$ cat config.mk
export PLATFORM = sky130hd
export DESIGN_NAME = nand_host_ctrl
export DESIGN_NICKNAME = d
export VERILOG_FILES = /design/src/strobe_timer.v /design/src/nand_host_ctrl.v
export VERILOG_INCLUDE_DIRS = /design/src
export SDC_FILE = /design/constraint.sdc
export NUM_CORES = 1
export LEC_CHECK = 0
export BUFFER_PORTS_ARGS = -buffer_cell sky130_fd_sc_hd__buf_2
export CAP_MARGIN = 0
export CORE_AREA = 2 2 154 156
export DETAILED_ROUTE_END_ITERATION = 6
export DIE_AREA = 0 0 156 158
export PLACE_DENSITY = 0.53
export SLEW_MARGIN = 0
export SYNTH_ARGS = -nofsm -noshare
export SYNTH_HDL_FRONTEND = slang
export SYNTH_HIERARCHICAL = 1
export SYNTH_SLANG_ARGS = --single-unit
$ cat constraint.sdc
create_clock -name aclk -period 8.85 [get_ports aclk]
set_input_delay 0.885 -clock aclk [delete_from_list [all_inputs] [get_ports aclk]]
set_output_delay 0.885 -clock aclk [all_outputs]
set_load 0.02 [all_outputs]
$ cat src/nand_host_consts.vh
// Constants for the NAND flash host controller: register map, fields, codes and timing
`ifndef NAND_HOST_CONSTS_VH
`define NAND_HOST_CONSTS_VH

// ****************************************
// Register byte offsets
// ****************************************
`define REG_CMD 5'h00
`define REG_ADDR 5'h04
`define REG_DATA 5'h08
`define REG_CTRL 5'h0C
`define REG_STATUS 5'h10

// ****************************************
// Field positions
// ****************************************
`define CMD_FIRST 7:0
`define CMD_SECOND 15:8
`define CMD_NADDR 17:16
`define CMD_CONFIRM 18
`define ADDR_COL 7:0
`define ADDR_ROW_LO 15:8
`define ADDR_ROW_HI 23:16
`define DATA_VALUE 15:0
`define DATA_READ 16
`define CTRL_X16 0
`define CTRL_HOLD_SEL 1
`define CTRL_WP_N 2
`define STATUS_SEQ_BUSY 0
`define STATUS_READY 1
`define STATUS_ERR 2
`define STATUS_RDATA 31:16

// ****************************************
// Reset values and bus answers
// ****************************************
`define CTRL_RESET 3'h4
`define RESP_OKAY 2'h0
`define RESP_SLVERR 2'h2

// ****************************************
// Flash command codes
// ****************************************
`define OP_READ_FIRST 8'h00
`define OP_READ_SECOND 8'h01
`define OP_READ_SPARE 8'h50
`define OP_READ_ID 8'h90
`define OP_RESET 8'hFF
`define OP_PROG_SETUP 8'h80
`define OP_PROG_EXEC 8'h10
`define OP_COPYBACK_EXEC 8'h8A
`define OP_LOCK 8'h2A
`define OP_UNLOCK_LO 8'h23
`define OP_UNLOCK_HI 8'h24
`define OP_LOCK_TIGHT 8'h2C
`define OP_LOCK_STATUS 8'h7A
`define OP_ERASE_SETUP 8'h60
`define OP_ERASE_EXEC 8'hD0
`define OP_STATUS 8'h70

// ****************************************
// Address cycle counts and steps
// ****************************************
`define NADDR_NONE 2'h0
`define NADDR_ONE 2'h1
`define NADDR_ROW 2'h2
`define NADDR_FULL 2'h3
`define STEP_CMD1 3'h0
`define STEP_COL 3'h1
`define STEP_ROW_LO 3'h2
`define STEP_ROW_HI 3'h3
`define STEP_CMD2 3'h4
`define STEP_DATA 3'h5
`define STEP_DONE 3'h7

// ****************************************
// Timing
// ****************************************
`define CLK_FREQ_MHZ 10
`define T_PHASE_NS 200
`define PHASE_CYC ((`T_PHASE_NS * `CLK_FREQ_MHZ + 999) / 1000)

`endif

$ cat src/strobe_timer.v
// Phase divider: one-cycle tick every strobe phase while a sequence runs
`timescale 1ns/100ps
`include "nand_host_consts.vh"

module strobe_timer (
  // Clock and reset
  input wire aclk,
  input wire aresetn,
  // Control
  input wire run,
  output reg tick
);

  localparam integer PHASE_CYC = (`PHASE_CYC < 1) ? 1 : `PHASE_CYC;
  localparam [7:0] LAST = PHASE_CYC[7:0] - 8'h01;

  reg [7:0] count;

  // Restarting on every idle keeps the first phase full length
  always @(posedge aclk) begin
    if (!aresetn || !run) begin
      count <= 8'h00;
      tick <= 1'b0;
    end else if (count == LAST) begin
      count <= 8'h00;
      tick <= 1'b1;
    end else begin
      count <= count + 8'h01;
      tick <= 1'b0;
    end
  end

endmodule

$ cat src/nand_host_ctrl.v
// NAND flash host controller with an AXI4-Lite register port
// Summary of operation
// - Address goes as column, low row, high row bytes, in that order.
// - Word-wide part: host holds upper eight I/O lines low in address cycles.
// - Values latch on rising write strobe, pulsed low with chip select low.
// - Command-latch high means command, address-latch high means address, else data.
// - Program, copy-back and erase: setup command, address cycles, execute command.
// - Read and program commands are followed by all three address cycles; host sends none, two or three as CMD_NADDR says, for any code.
// - Block erase sends only the two row cycles, no column.
// - While device busy only FFh and 70h may be sent.
// - Host never sends a command code outside the defined set.
`timescale 1ns/100ps
`include "nand_host_consts.vh"

module nand_host_ctrl (
  // Clock and reset
  input wire aclk,
  input wire aresetn,
  // AXI4-Lite write channels
  input wire [4:0] awaddr,
  input wire awvalid,
  output reg awready,
  input wire [31:0] wdata,
  input wire [3:0] wstrb,
  input wire wvalid,
  output reg wready,
  output reg [1:0] bresp,
  output reg bvalid,
  input wire bready,
  // AXI4-Lite read channels
  input wire [4:0] araddr,
  input wire arvalid,
  output reg arready,
  output reg [31:0] rdata,
  output reg [1:0] rresp,
  output reg rvalid,
  input wire rready,
  // Flash strobes
  output reg ce_n,
  output reg cle,
  output reg ale,
  output reg we_n,
  output reg read_strobe_n,
  output reg wp_n,
  // Flash I/O lines and ready/busy
  output reg [15:0] io_out,
  output reg io_oe,
  input wire [15:0] io_in,
  input wire ready_busy_n
);

  // ****************************************
  // Sequencer states
  // ****************************************
  localparam [5:0] ST_IDLE = 6'h01;
  localparam [5:0] ST_SETUP = 6'h02;
  localparam [5:0] ST_WLOW = 6'h04;
  localparam [5:0] ST_WHOLD = 6'h08;
  localparam [5:0] ST_RLOW = 6'h10;
  localparam [5:0] ST_RHOLD = 6'h20;

  reg [5:0] state;
  reg [2:0] step;
  reg [31:0] cmd_reg;
  reg [23:0] addr_reg;
  reg [15:0] wr_data;
  reg [15:0] rd_data;
  reg [2:0] ctrl_reg;
  reg err;
  wire tick;

  // ****************************************
  // Helpers
  // ****************************************
  // defined set
  function defined_op;
    input [7:0] op;
    input x16;
    begin
      case (op)
        `OP_READ_FIRST, `OP_READ_SPARE, `OP_READ_ID, `OP_RESET, `OP_PROG_SETUP, `OP_PROG_EXEC,
        `OP_COPYBACK_EXEC, `OP_LOCK, `OP_UNLOCK_LO, `OP_UNLOCK_HI, `OP_LOCK_TIGHT,
        `OP_LOCK_STATUS, `OP_ERASE_SETUP, `OP_ERASE_EXEC, `OP_STATUS: defined_op = 1'b1;
        `OP_READ_SECOND: defined_op = !x16;
        default: defined_op = 1'b0;
      endcase
    end
  endfunction

  // address order, row only, execute last
  function [2:0] after_step;
    input [2:0] s;
    input [1:0] naddr;
    input confirm;
    begin
      case (s)
        `STEP_CMD1: begin
          if (naddr == `NADDR_FULL) begin
            after_step = `STEP_COL;
          end else if (naddr == `NADDR_ROW) begin
            after_step = `STEP_ROW_LO;
          end else begin
            after_step = confirm ? `STEP_CMD2 : `STEP_DONE;
          end
        end
        `STEP_COL: after_step = `STEP_ROW_LO;
        `STEP_ROW_LO: after_step = `STEP_ROW_HI;
        `STEP_ROW_HI: after_step = confirm ? `STEP_CMD2 : `STEP_DONE;
        default: after_step = `STEP_DONE;
      endcase
    end
  endfunction

  function [31:0] merge;
    input [31:0] old;
    input [31:0] din;
    input [3:0] strb;
    integer i;
    begin
      for (i = 0; i < 4; i = i + 1) begin
        merge[8*i +: 8] = strb[i] ? din[8*i +: 8] : old[8*i +: 8];
      end
    end
  endfunction

  // ****************************************
  // Launch decode
  // ****************************************
  wire wr_fire = awready;
  wire idle = (state == ST_IDLE);
  wire x16 = ctrl_reg[`CTRL_X16];
  wire [7:0] new_cmd1 = wdata[`CMD_FIRST];
  wire [1:0] new_naddr = wdata[`CMD_NADDR];
  wire new_conf = wdata[`CMD_CONFIRM];
  wire busy_ok = (new_cmd1 == `OP_RESET) || (new_cmd1 == `OP_STATUS);
  wire cmd_hit = wr_fire && (awaddr == `REG_CMD);
  wire data_hit = wr_fire && (awaddr == `REG_DATA);
  // only reset and status while busy, single cycle
  wire cmd_legal = idle && defined_op(new_cmd1, x16) && (!new_conf || defined_op(wdata[`CMD_SECOND], x16)) &&
                   (new_naddr != `NADDR_ONE) && (ready_busy_n || (busy_ok && !new_conf && new_naddr == `NADDR_NONE));
  wire data_legal = idle && ready_busy_n;
  wire launch_cmd = cmd_hit && cmd_legal;
  wire launch_data = data_hit && data_legal;
  wire refused = (cmd_hit && !cmd_legal) || (data_hit && !data_legal);
  wire mapped_w = (awaddr == `REG_CMD) || (awaddr == `REG_ADDR) || (awaddr == `REG_DATA) ||
                  (awaddr == `REG_CTRL) || (awaddr == `REG_STATUS);

  wire [2:0] next_step = after_step(step, cmd_reg[`CMD_NADDR], cmd_reg[`CMD_CONFIRM]);

  // ****************************************
  // Value presented for the next step
  // ****************************************
  // Keyed on the next step so the byte is on the lines a full phase before the strobe falls
  reg [15:0] step_io;
  always @* begin
    case (next_step)
      `STEP_CMD1: step_io = {8'h00, cmd_reg[`CMD_FIRST]};
      `STEP_COL: step_io = {8'h00, addr_reg[`ADDR_COL]};
      `STEP_ROW_LO: step_io = {8'h00, addr_reg[`ADDR_ROW_LO]};
      `STEP_ROW_HI: step_io = {8'h00, addr_reg[`ADDR_ROW_HI]};
      `STEP_CMD2: step_io = {8'h00, cmd_reg[`CMD_SECOND]};
      `STEP_DATA: step_io = x16 ? wr_data : {8'h00, wr_data[7:0]};
      default: step_io = 16'h0000;
    endcase
  end

  wire [31:0] addr_merged = merge({8'h00, addr_reg}, wdata, wstrb);

  strobe_timer u_timer (
    .aclk(aclk),
    .aresetn(aresetn),
    .run(!idle),
    .tick(tick)
  );

  // ****************************************
  // AXI4-Lite slave
  // ****************************************
  always @(posedge aclk) begin
    if (!aresetn) begin
      awready <= 1'b0;
      wready <= 1'b0;
      bvalid <= 1'b0;
      bresp <= `RESP_OKAY;
      arready <= 1'b0;
      rvalid <= 1'b0;
      rresp <= `RESP_OKAY;
      rdata <= 32'h00000000;
      cmd_reg <= 32'h00000000;
      addr_reg <= 24'h000000;
      wr_data <= 16'h0000;
      ctrl_reg <= `CTRL_RESET;
      err <= 1'b0;
    end else begin
      awready <= awvalid && wvalid && !awready && !bvalid;
      wready <= awvalid && wvalid && !awready && !bvalid;
      if (bvalid && bready) begin
        bvalid <= 1'b0;
      end
      if (wr_fire) begin
        bvalid <= 1'b1;
        bresp <= (mapped_w && !refused) ? `RESP_OKAY : `RESP_SLVERR;
        if (awaddr == `REG_ADDR) begin
          addr_reg <= addr_merged[23:0];
        end
        if (awaddr == `REG_CTRL) begin
          ctrl_reg <= wstrb[0] ? wdata[2:0] : ctrl_reg;
        end
      end
      if (launch_cmd) begin
        cmd_reg <= wdata;
      end
      if (launch_data) begin
        wr_data <= wdata[`DATA_VALUE];
      end
      // Error flag: a refusal in the clearing cycle still sets it
      if (refused) begin
        err <= 1'b1;
      end else if (wr_fire && awaddr == `REG_STATUS && wdata[`STATUS_ERR]) begin
        err <= 1'b0;
      end
      arready <= arvalid && !arready && !rvalid;
      if (rvalid && rready) begin
        rvalid <= 1'b0;
      end
      if (arready) begin
        rvalid <= 1'b1;
        rresp <= `RESP_OKAY;
        case (araddr)
          `REG_CMD: rdata <= cmd_reg;
          `REG_ADDR: rdata <= {8'h00, addr_reg};
          `REG_DATA: rdata <= {16'h0000, rd_data};
          `REG_CTRL: rdata <= {29'h0000000, ctrl_reg};
          `REG_STATUS: rdata <= {rd_data, 13'h0000, err, ready_busy_n, !idle};
          default: begin
            rdata <= 32'h00000000;
            rresp <= `RESP_SLVERR;
          end
        endcase
      end
    end
  end

  // ****************************************
  // Strobe sequencer
  // ****************************************
  always @(posedge aclk) begin
    if (!aresetn) begin
      state <= ST_IDLE;
      step <= `STEP_DONE;
      rd_data <= 16'h0000;
      ce_n <= 1'b1;
      cle <= 1'b0;
      ale <= 1'b0;
      we_n <= 1'b1;
      read_strobe_n <= 1'b1;
      wp_n <= 1'b1;
      io_out <= 16'h0000;
      io_oe <= 1'b0;
    end else begin
      wp_n <= ctrl_reg[`CTRL_WP_N];
      case (state)
        ST_IDLE: begin
          // Holding select low lets a read stream survive between single-word reads
          ce_n <= !ctrl_reg[`CTRL_HOLD_SEL];
          cle <= 1'b0;
          ale <= 1'b0;
          io_oe <= 1'b0;
          if (launch_cmd) begin
            state <= ST_SETUP;
            step <= `STEP_CMD1;
            ce_n <= 1'b0;
            cle <= 1'b1;
            io_out <= {8'h00, new_cmd1};
            io_oe <= 1'b1;
          end else if (launch_data) begin
            state <= ST_SETUP;
            step <= wdata[`DATA_READ] ? `STEP_DONE : `STEP_DATA;
            ce_n <= 1'b0;
            io_out <= x16 ? wdata[`DATA_VALUE] : {8'h00, wdata[7:0]};
            io_oe <= !wdata[`DATA_READ];
          end
        end
        ST_SETUP: begin
          if (tick) begin
            // strobe low with chip select low
            if (step == `STEP_DONE) begin
              read_strobe_n <= 1'b0;
              state <= ST_RLOW;
            end else begin
              we_n <= 1'b0;
              state <= ST_WLOW;
            end
          end
        end
        ST_WLOW: begin
          if (tick) begin
            // device latches on this rising edge
            we_n <= 1'b1;
            state <= ST_WHOLD;
          end
        end
        ST_WHOLD: begin
          if (tick) begin
            if (step != `STEP_DATA && next_step != `STEP_DONE) begin
              // upper lines low, latch selects, address cycles
              step <= next_step;
              cle <= (next_step == `STEP_CMD2);
              ale <= (next_step != `STEP_CMD2);
              io_out <= step_io;
              state <= ST_SETUP;
            end else begin
              state <= ST_IDLE;
              io_oe <= 1'b0;
              cle <= 1'b0;
              ale <= 1'b0;
            end
          end
        end
        ST_RLOW: begin
          if (tick) begin
            // word presented after the falling edge, sampled before rising
            rd_data <= x16 ? io_in : {8'h00, io_in[7:0]};
            read_strobe_n <= 1'b1;
            state <= ST_RHOLD;
          end
        end
        ST_RHOLD: begin
          if (tick) begin
            state <= ST_IDLE;
          end
        end
        default: begin
          state <= ST_IDLE;
        end
      endcase
    end
  end

endmodule

==> results by group, run 1 <==
Status
  • Status: completed

Cells and area
  • FF+latch area: 0.00310 sq mm
  • # fillers: 2406
  • Final nets: 1039
  • Area Growth Syn to Fin: 19.8%
  • Layout cells sized above 1: 19.2%
  • Multi-input gate area: 0.00388 sq mm
  • Diodes inserted: 0

CTS
  • Clock-pin slew on the worst setup and hold paths: 0.07 ns
  • CTS Buffer Depth: 2
  • CTS H-tree lvls: 4
  • Num CTS Buffers: 17
  • CTS resizes: 0
  • Root Driver: clkbuf_16
  • Clk Latency, worst-skew pair: 0.43 ns
  • Cts hold-fix bufs: 0
  • TritonCTS clock tree: done
  • Setup Buffers After CTS: 0
  • CTS Sinks: 155

Logic synthesis
  • Synth top area share: 42.6%
  • Mapped Cells: 878
  • Post-synthesis xor/xnor area fraction: 0.481%
  • Syn. warnings: 6
  • Post-synth top flop: dfxtp_1
  • Post-Synth Simple-Gate Area: 24.5%
  • Sequential element share of the synthesized area: 42.6%
  • Main combinational cell family by area after synthesis: simple AND/OR/NAND/NOR gates
  • Cell taking the most area after synthesis: dfxtp_1
  • Async S/R FF share, synth: 0%
  • Synth Area in Adders: 0.343%
  • Library cells used by synthesis: 64
  • Post-synthesis cell area: 0.00729 sq mm
  • Syn Area/Cell: 8.30 sq um
  • Yosys reg bits: 155
  • Post-synth EDFFs: 0
  • Synth Area in Compound Gates: 20.9%
  • Top cells by area, synth: dfxtp_1, nand2_1, mux2i_1
  • Mux share of post-synthesis cell area: 6.44%

STA
  • Setup TNS: 0 ns
  • Final worst-path cycle share: 42.5%
  • Minimum clock period: 3.76 ns
  • Worst Skew: 0.00875 ns
  • Unrepaired setup endpoints after global routing: no
  • # setup viols final: 0
  • Slew margin rel.: 22.5%
  • Peak Freq: 266 MHz
  • Tightest Pin Transition: 1.13 ns
  • Final-report max-slew violation count: 0
  • Final Hold Vio Count: 0
  • Worst hold slack: 0.448 ns

Setup path
  • CP Max Fanout: 32
  • Crit path max-delay family: compound AO/OA/AOI/OAI gates
  • Critical Path AT: 4.11 ns
  • Crit Path Class: in2reg
  • Worst path max stage delay: 0.94 ns
  • WP buf/inv: 2
  • Startpoint Class: input pin
  • CP Cell Sequence: buf_2 > nor3b_1 > a31o_2 > a22o_1 > a2111oi_0 > or4_1 > buf_4 > nand2_1 > a21boi_0
  • Crit end category: flip-flop
  • Critical Path Slowest Stage Cell: a2111oi_0
  • Worst Path Required: 9.20 ns

Placement
  • RePlAce Congestion: 0.793
  • Post-DP HPWL: 16500 microns
  • Port Buffer Count: 130

Route
  • DR vias: 6763
  • WL/cell: 18.5 microns
  • Post-DRT Antenna Nets: 0
  • Total wire length: 23500 microns
  • Via/cell ratio: 5.33
  • Pre-Repair DR Iteration Count: 6
  • Initial DRC Count: 641
  • Drc violations: 0

GRT
  • Number of global-route vias before repair: 6055
  • Largest net degree at the start of global routing: 80
  • Initial antenna violation count: 1
  • Remaining Overflow, GRT: 0
  • GRT Total Usage: 18.9%
  • First-pass GRT wire length: 35600 microns

Floorplan
  • Die width: 156 microns
  • Initial Util: 31.6%
  • Io pins: 134
  • Core box area: 0.0231 sq mm
  • Die Ht: 158 microns
  • Die area: 0.0246 sq mm
  • Row count: 56

Worst hold path
  • Worst hold-check path type: reg2reg

Power
  • Static leakage: 3.45 nW
  • Power Dens Cells: 187 mW/mm^2
  • Max VDD drop: 0.000122 V

Job
  • Max Cap Viol: 0
==> per-stage QoR <==
step | area [sq um] | worst slack (ns) | utilization, % | power [mW] | cells
floorplan | 7290 | 5.41 | - | 0.819 | 879
global placement | 8110 | 4.72 | 35.2 | 0.875 | 1238
detailed placement | 8110 | 4.66 | 35.2 | 0.875 | 1238
CTS | 8730 | 5.11 | 37.9 | 1.65 | 1270
global route | 8730 | 4.80 | 37.9 | 1.69 | 1270
finish | 8730 | 5.09 | 37.9 | 1.63 | 1270
==> Yosys cell counts (10+ instances only) <==
| master | number |
|---|---|
| nor3_1 | 19 |
| mux2i_1 | 39 |
| a21oi_1 | 38 |
| nor2_1 | 32 |
| clkbuf_1 | 56 |
| inv_1 | 10 |
| nor3b_1 | 10 |
| o21ai_0 | 64 |
| or3_1 | 13 |
| a22oi_1 | 11 |
| a222oi_1 | 21 |
| o22ai_1 | 16 |
| and3_1 | 10 |
| a21boi_0 | 34 |
| dfxtp_1 | 155 |
| a21boi_1 | 17 |
| nor2b_1 | 33 |
| nand3_1 | 25 |
| nand2_1 | 171 |
==> worst register-to-register path: cells and delay by family (launching register included) <==
kind / cells / cell delay (ns)
AOI/OAI and AO/OA: 3 / 1.11
buffers and inverters: 1 / 0.49
DFF: 1 / 0.74
and+or+nand+nor: 4 / 1.01
==> final timing paths <==
check                                               from                       to  slack [ns]  depth (start not counted)
worst max-delay path                            wdata[5]  cmd_reg[3]$_SDFFE_PN0N_        5.09                          9
worst min-delay path              rdata[21]$_SDFFE_PN0P_   rdata[21]$_SDFFE_PN0P_        0.45                          2
worst max register to register  ctrl_reg[0]$_SDFFE_PN0P_  cmd_reg[3]$_SDFFE_PN0N_        5.44                          8
worst min register to register    rdata[21]$_SDFFE_PN0P_   rdata[21]$_SDFFE_PN0P_        0.45                          2
==> per-layer routing <==
layer	track usage (%)	part of all wire [%]	vias up
met5	0	0.068	-
met4	5.37	1.7	2
met3	3.61	6.4	24
met2	29.5	45	201
met1	26.6	47	3219
li1	-	-	3317
==> power breakdown <==
part           total (mW)  internal (mW)  switching [mW]
Combinational       0.143         0.0486          0.0944
Clock               0.769          0.461           0.308
Sequential          0.718          0.707          0.0108
==> cell type report <==
| class | count | area share, % |
|---|---|---|
| Multi-Input combinational cell | 643 | 44.4 |
| Inverter | 10 | 0.430 |
| Tap cell | 290 | 4.16 |
| Clock buffer | 19 | 5.19 |
| Clock inverter | 13 | 1.91 |
| Timing Repair Buffer | 140 | 8.32 |
| Sequential cell | 155 | 35.6 |
==> logic make-up after synthesis <==
family / count (synthesis)
AOI/OAI and AO/OA: 230
xor gates and xnor gates: 4
adders and majority gates: 2
buffers and inverters: 81
DFF: 155
muxes: 46
other: 1
and+or+nand+nor: 359
==> placed cells by master, fill, tap and decap left out, types with 4 or more instances in the layout <==
cell type  netlist  routed
or3_1           13      13
nand2b_1         7       7
nor4b_1          4       4
mux2_2           7       7
a222oi_1        21      21
a221oi_1         6       6
o22ai_1         16      16
nand2_1        171     171
nor3_1          19      19
a22oi_1         11      11
a21boi_0        34      34
o21a_1           4       4
nand4_1          6       6
nor2_1          32      32
buf_2            9     130
nor3b_1         10      10
clkbuf_16        0      17
inv_1           10      10
nand3b_1         5       5
and3_1          10      10
buf_4            3      10
mux2i_1         39      39
a21boi_1        17      17
o21ai_0         64      64
nand3_1         25      25
nor2b_1         33      32
dfxtp_1        155     155
a21oi_1         38      38
Note: power is estimated with default switching activity, not from simulation.
==> run 2, diff against run 1 <==
==> constraint.sdc (replaced) <==
create_clock -name aclk -period 3.6 [get_ports aclk]
set_input_delay 0.36 -clock aclk [delete_from_list [all_inputs] [get_ports aclk]]
set_output_delay 0.36 -clock aclk [all_outputs]
set_load 0.02 [all_outputs]
==> run 2 against run 1 <==
  * The run now ends with design-rule violations left
  * Clock skew hardly changed
  * Largest cell class unchanged
  * Clock power increased by 140%
  * Register-to-register slack got worse by 5.0 ns
  * Highest routed layer is now met4
  * Design area grew 0.43%
==> results by group, run 2 (synthesis gave the netlist of run 1 again) <==
Floorplan
  • Initial Util: 31.6%
  • Die area: 0.0246 sq mm
  • Die Ht: 158 microns
  • Die width: 156 microns
  • Core box area: 0.0231 sq mm
  • Row count: 56
  • Io pins: 134

STA
  • # setup viols final: 0
  • Final Hold Vio Count: 0
  • Final-report max-slew violation count: 0
  • Final worst-path cycle share: 88.8%
  • Unrepaired setup endpoints after global routing: no
  • Minimum clock period: 3.20 ns
  • Peak Freq: 313 MHz
  • Slew margin rel.: 32.0%
  • Tightest Pin Transition: 1.01 ns
  • Worst Skew: 0.00892 ns
  • Setup TNS: 0 ns

Setup path
  • CP Cell Sequence: nor3_1 > nand3b_1 > a21oi_1 > a2111oi_0 > or4_1 > buf_4 > nand2_1 > a21boi_0
  • Worst Path Required: 3.96 ns
  • Worst path max stage delay: 0.83 ns
  • Worst Reg-to-Reg Cells: 8
  • Crit path max-delay family: simple AND/OR/NAND/NOR gates
  • Reg2Reg Setup Slack: 0.40 ns
  • Critical Path AT: 3.56 ns
  • WP buf/inv: 1
  • Startpoint Class: flip-flop
  • Crit end category: flip-flop
  • Critical path depth in cells: 8
  • R2r endpoint: cmd_reg[8]$_SDFFE_PN0N_
  • Crit Path Class: reg2reg
  • Reg-to-reg startpoint: ctrl_reg[0]$_SDFFE_PN0P_
  • Setup crit start: ctrl_reg[0]$_SDFFE_PN0P_
  • CP Max Fanout: 32
  • Critical Path Slowest Stage Cell: dfxtp_1

Worst hold path
  • Hold Path Cell Cnt: 2
  • Hold endpoint: arready$_SDFF_PN0_
  • Worst hold-check path type: in2reg
  • Min-delay src: arvalid

Route
  • Via/cell ratio: 5.32
  • Met2 WL: 10700 microns
  • Drc violations: 30
  • Pre-Repair DR Iteration Count: 7
  • Total wire length: 23700 microns
  • DR vias: 6783
  • Post-DRT Antenna Nets: 0
  • DR top layer: met4
  • Met3 routed WL: 1480 microns
  • WL/cell: 18.6 microns
  • Metal1 wirelength: 11100 microns
  • Initial DRC Count: 648

CTS
  • CTS Sinks: 155
  • CTS Buffer Depth: 2
  • TritonCTS clock tree: done
  • CTS H-tree lvls: 4
  • CTS resizes: 0
  • Cts hold-fix bufs: 0
  • Clock-pin slew on the worst setup and hold paths: 0.07 ns
  • Setup Buffers After CTS: 0
  • Root Driver: clkbuf_16
  • Num CTS Buffers: 17
  • Clk Latency, worst-skew pair: 0.43 ns

Cells and area
  • Multi-input gate area: 0.00388 sq mm
  • # fillers: 2403
  • Final nets: 1045
  • Commonest non-fill, non-tap cells in the layout: nand2_1, dfxtp_1, buf_2
  • Diodes inserted: 0
  • Area Growth Syn to Fin: 20.3%
  • Layout cells sized above 1: 19.6%
  • FF+latch area: 0.00310 sq mm
  • Commonest non-fill, non-tap cell in the layout: nand2_1
  • Finished Cell Area: 0.00876 sq mm

Status
  • Status: complete, but fails checks
  • Violated checks: design-rule violations

Placement
  • Post-DP Area: 0.00816 sq mm
  • RePlAce Congestion: 0.846
  • Port Buffer Count: 130
  • Post-DP HPWL: 16900 microns

GRT
  • Initial antenna violation count: 0
  • Largest net degree at the start of global routing: 57
  • Remaining Overflow, GRT: 0
  • First-pass GRT wire length: 36500 microns
  • Number of global-route vias before repair: 6297
  • GRT Total Usage: 19.5%

Job
  • Max Cap Viol: 0

Power
  • Power consumption: 3.97 mW
  • Static leakage: 3.46 nW
  • Power Dens Cells: 453 mW/mm^2
  • Max VDD drop: 0.000259 V
==> run 2: metrics by stage <==
| stage | utilization [%] | setup slack (ns) | instances | hold slack, ns |
|---|---|---|---|---|
| floorplan | - | 0.690 | 879 | 0.428 |
| global placement | 35.4 | 0.208 | 1244 | 0.433 |
| detailed placement | 35.4 | 0.185 | 1244 | 0.438 |
| CTS | 38.0 | 0.467 | 1276 | 0.155 |
| global route | 38.0 | 0.141 | 1276 | 0.154 |
| finish | 38.0 | 0.403 | 1276 | 0.159 |
==> run 2: layout make-up <==
| class | count | area share, % |
|---|---|---|
| Tap cell | 290 | 4.14 |
| Multi-Input combinational cell | 643 | 44.2 |
| Clock inverter | 14 | 1.94 |
| Inverter | 10 | 0.428 |
| Timing Repair Buffer | 146 | 8.94 |
| Sequential cell | 155 | 35.4 |
| Clock buffer | 18 | 4.90 |
==> run 2: how the worst max path moves through the flow <==
stage | end | slack, ns
floorplan | io_out[6]$_SDFFE_PN0P_ | 0.69
global placement | io_out[0]$_SDFFE_PN0P_ | 0.21
detailed placement | io_out[4]$_SDFFE_PN0P_ | 0.19
CTS | cmd_reg[7]$_SDFFE_PN0N_ | 0.47
global route | cmd_reg[29]$_SDFFE_PN0N_ | 0.14
finish | cmd_reg[8]$_SDFFE_PN0N_ | 0.40
==> run 2: routing by layer <==
layer | track usage [%] | vias to the layer above
li1 | - | 3341
met3 | 4.63 | 25
met5 | 0 | -
met1 | 26.6 | 3219
met4 | 5.90 | 0
met2 | 30.6 | 198
==> run 2: power by group <==
| part | internal, mW | switching [mW] | leakage, nW |
|---|---|---|---|
| Clock | 1.09 | 0.757 | 0.283 |
| Sequential | 1.74 | 0.0251 | 1.25 |
| Combinational | 0.123 | 0.234 | 1.93 |
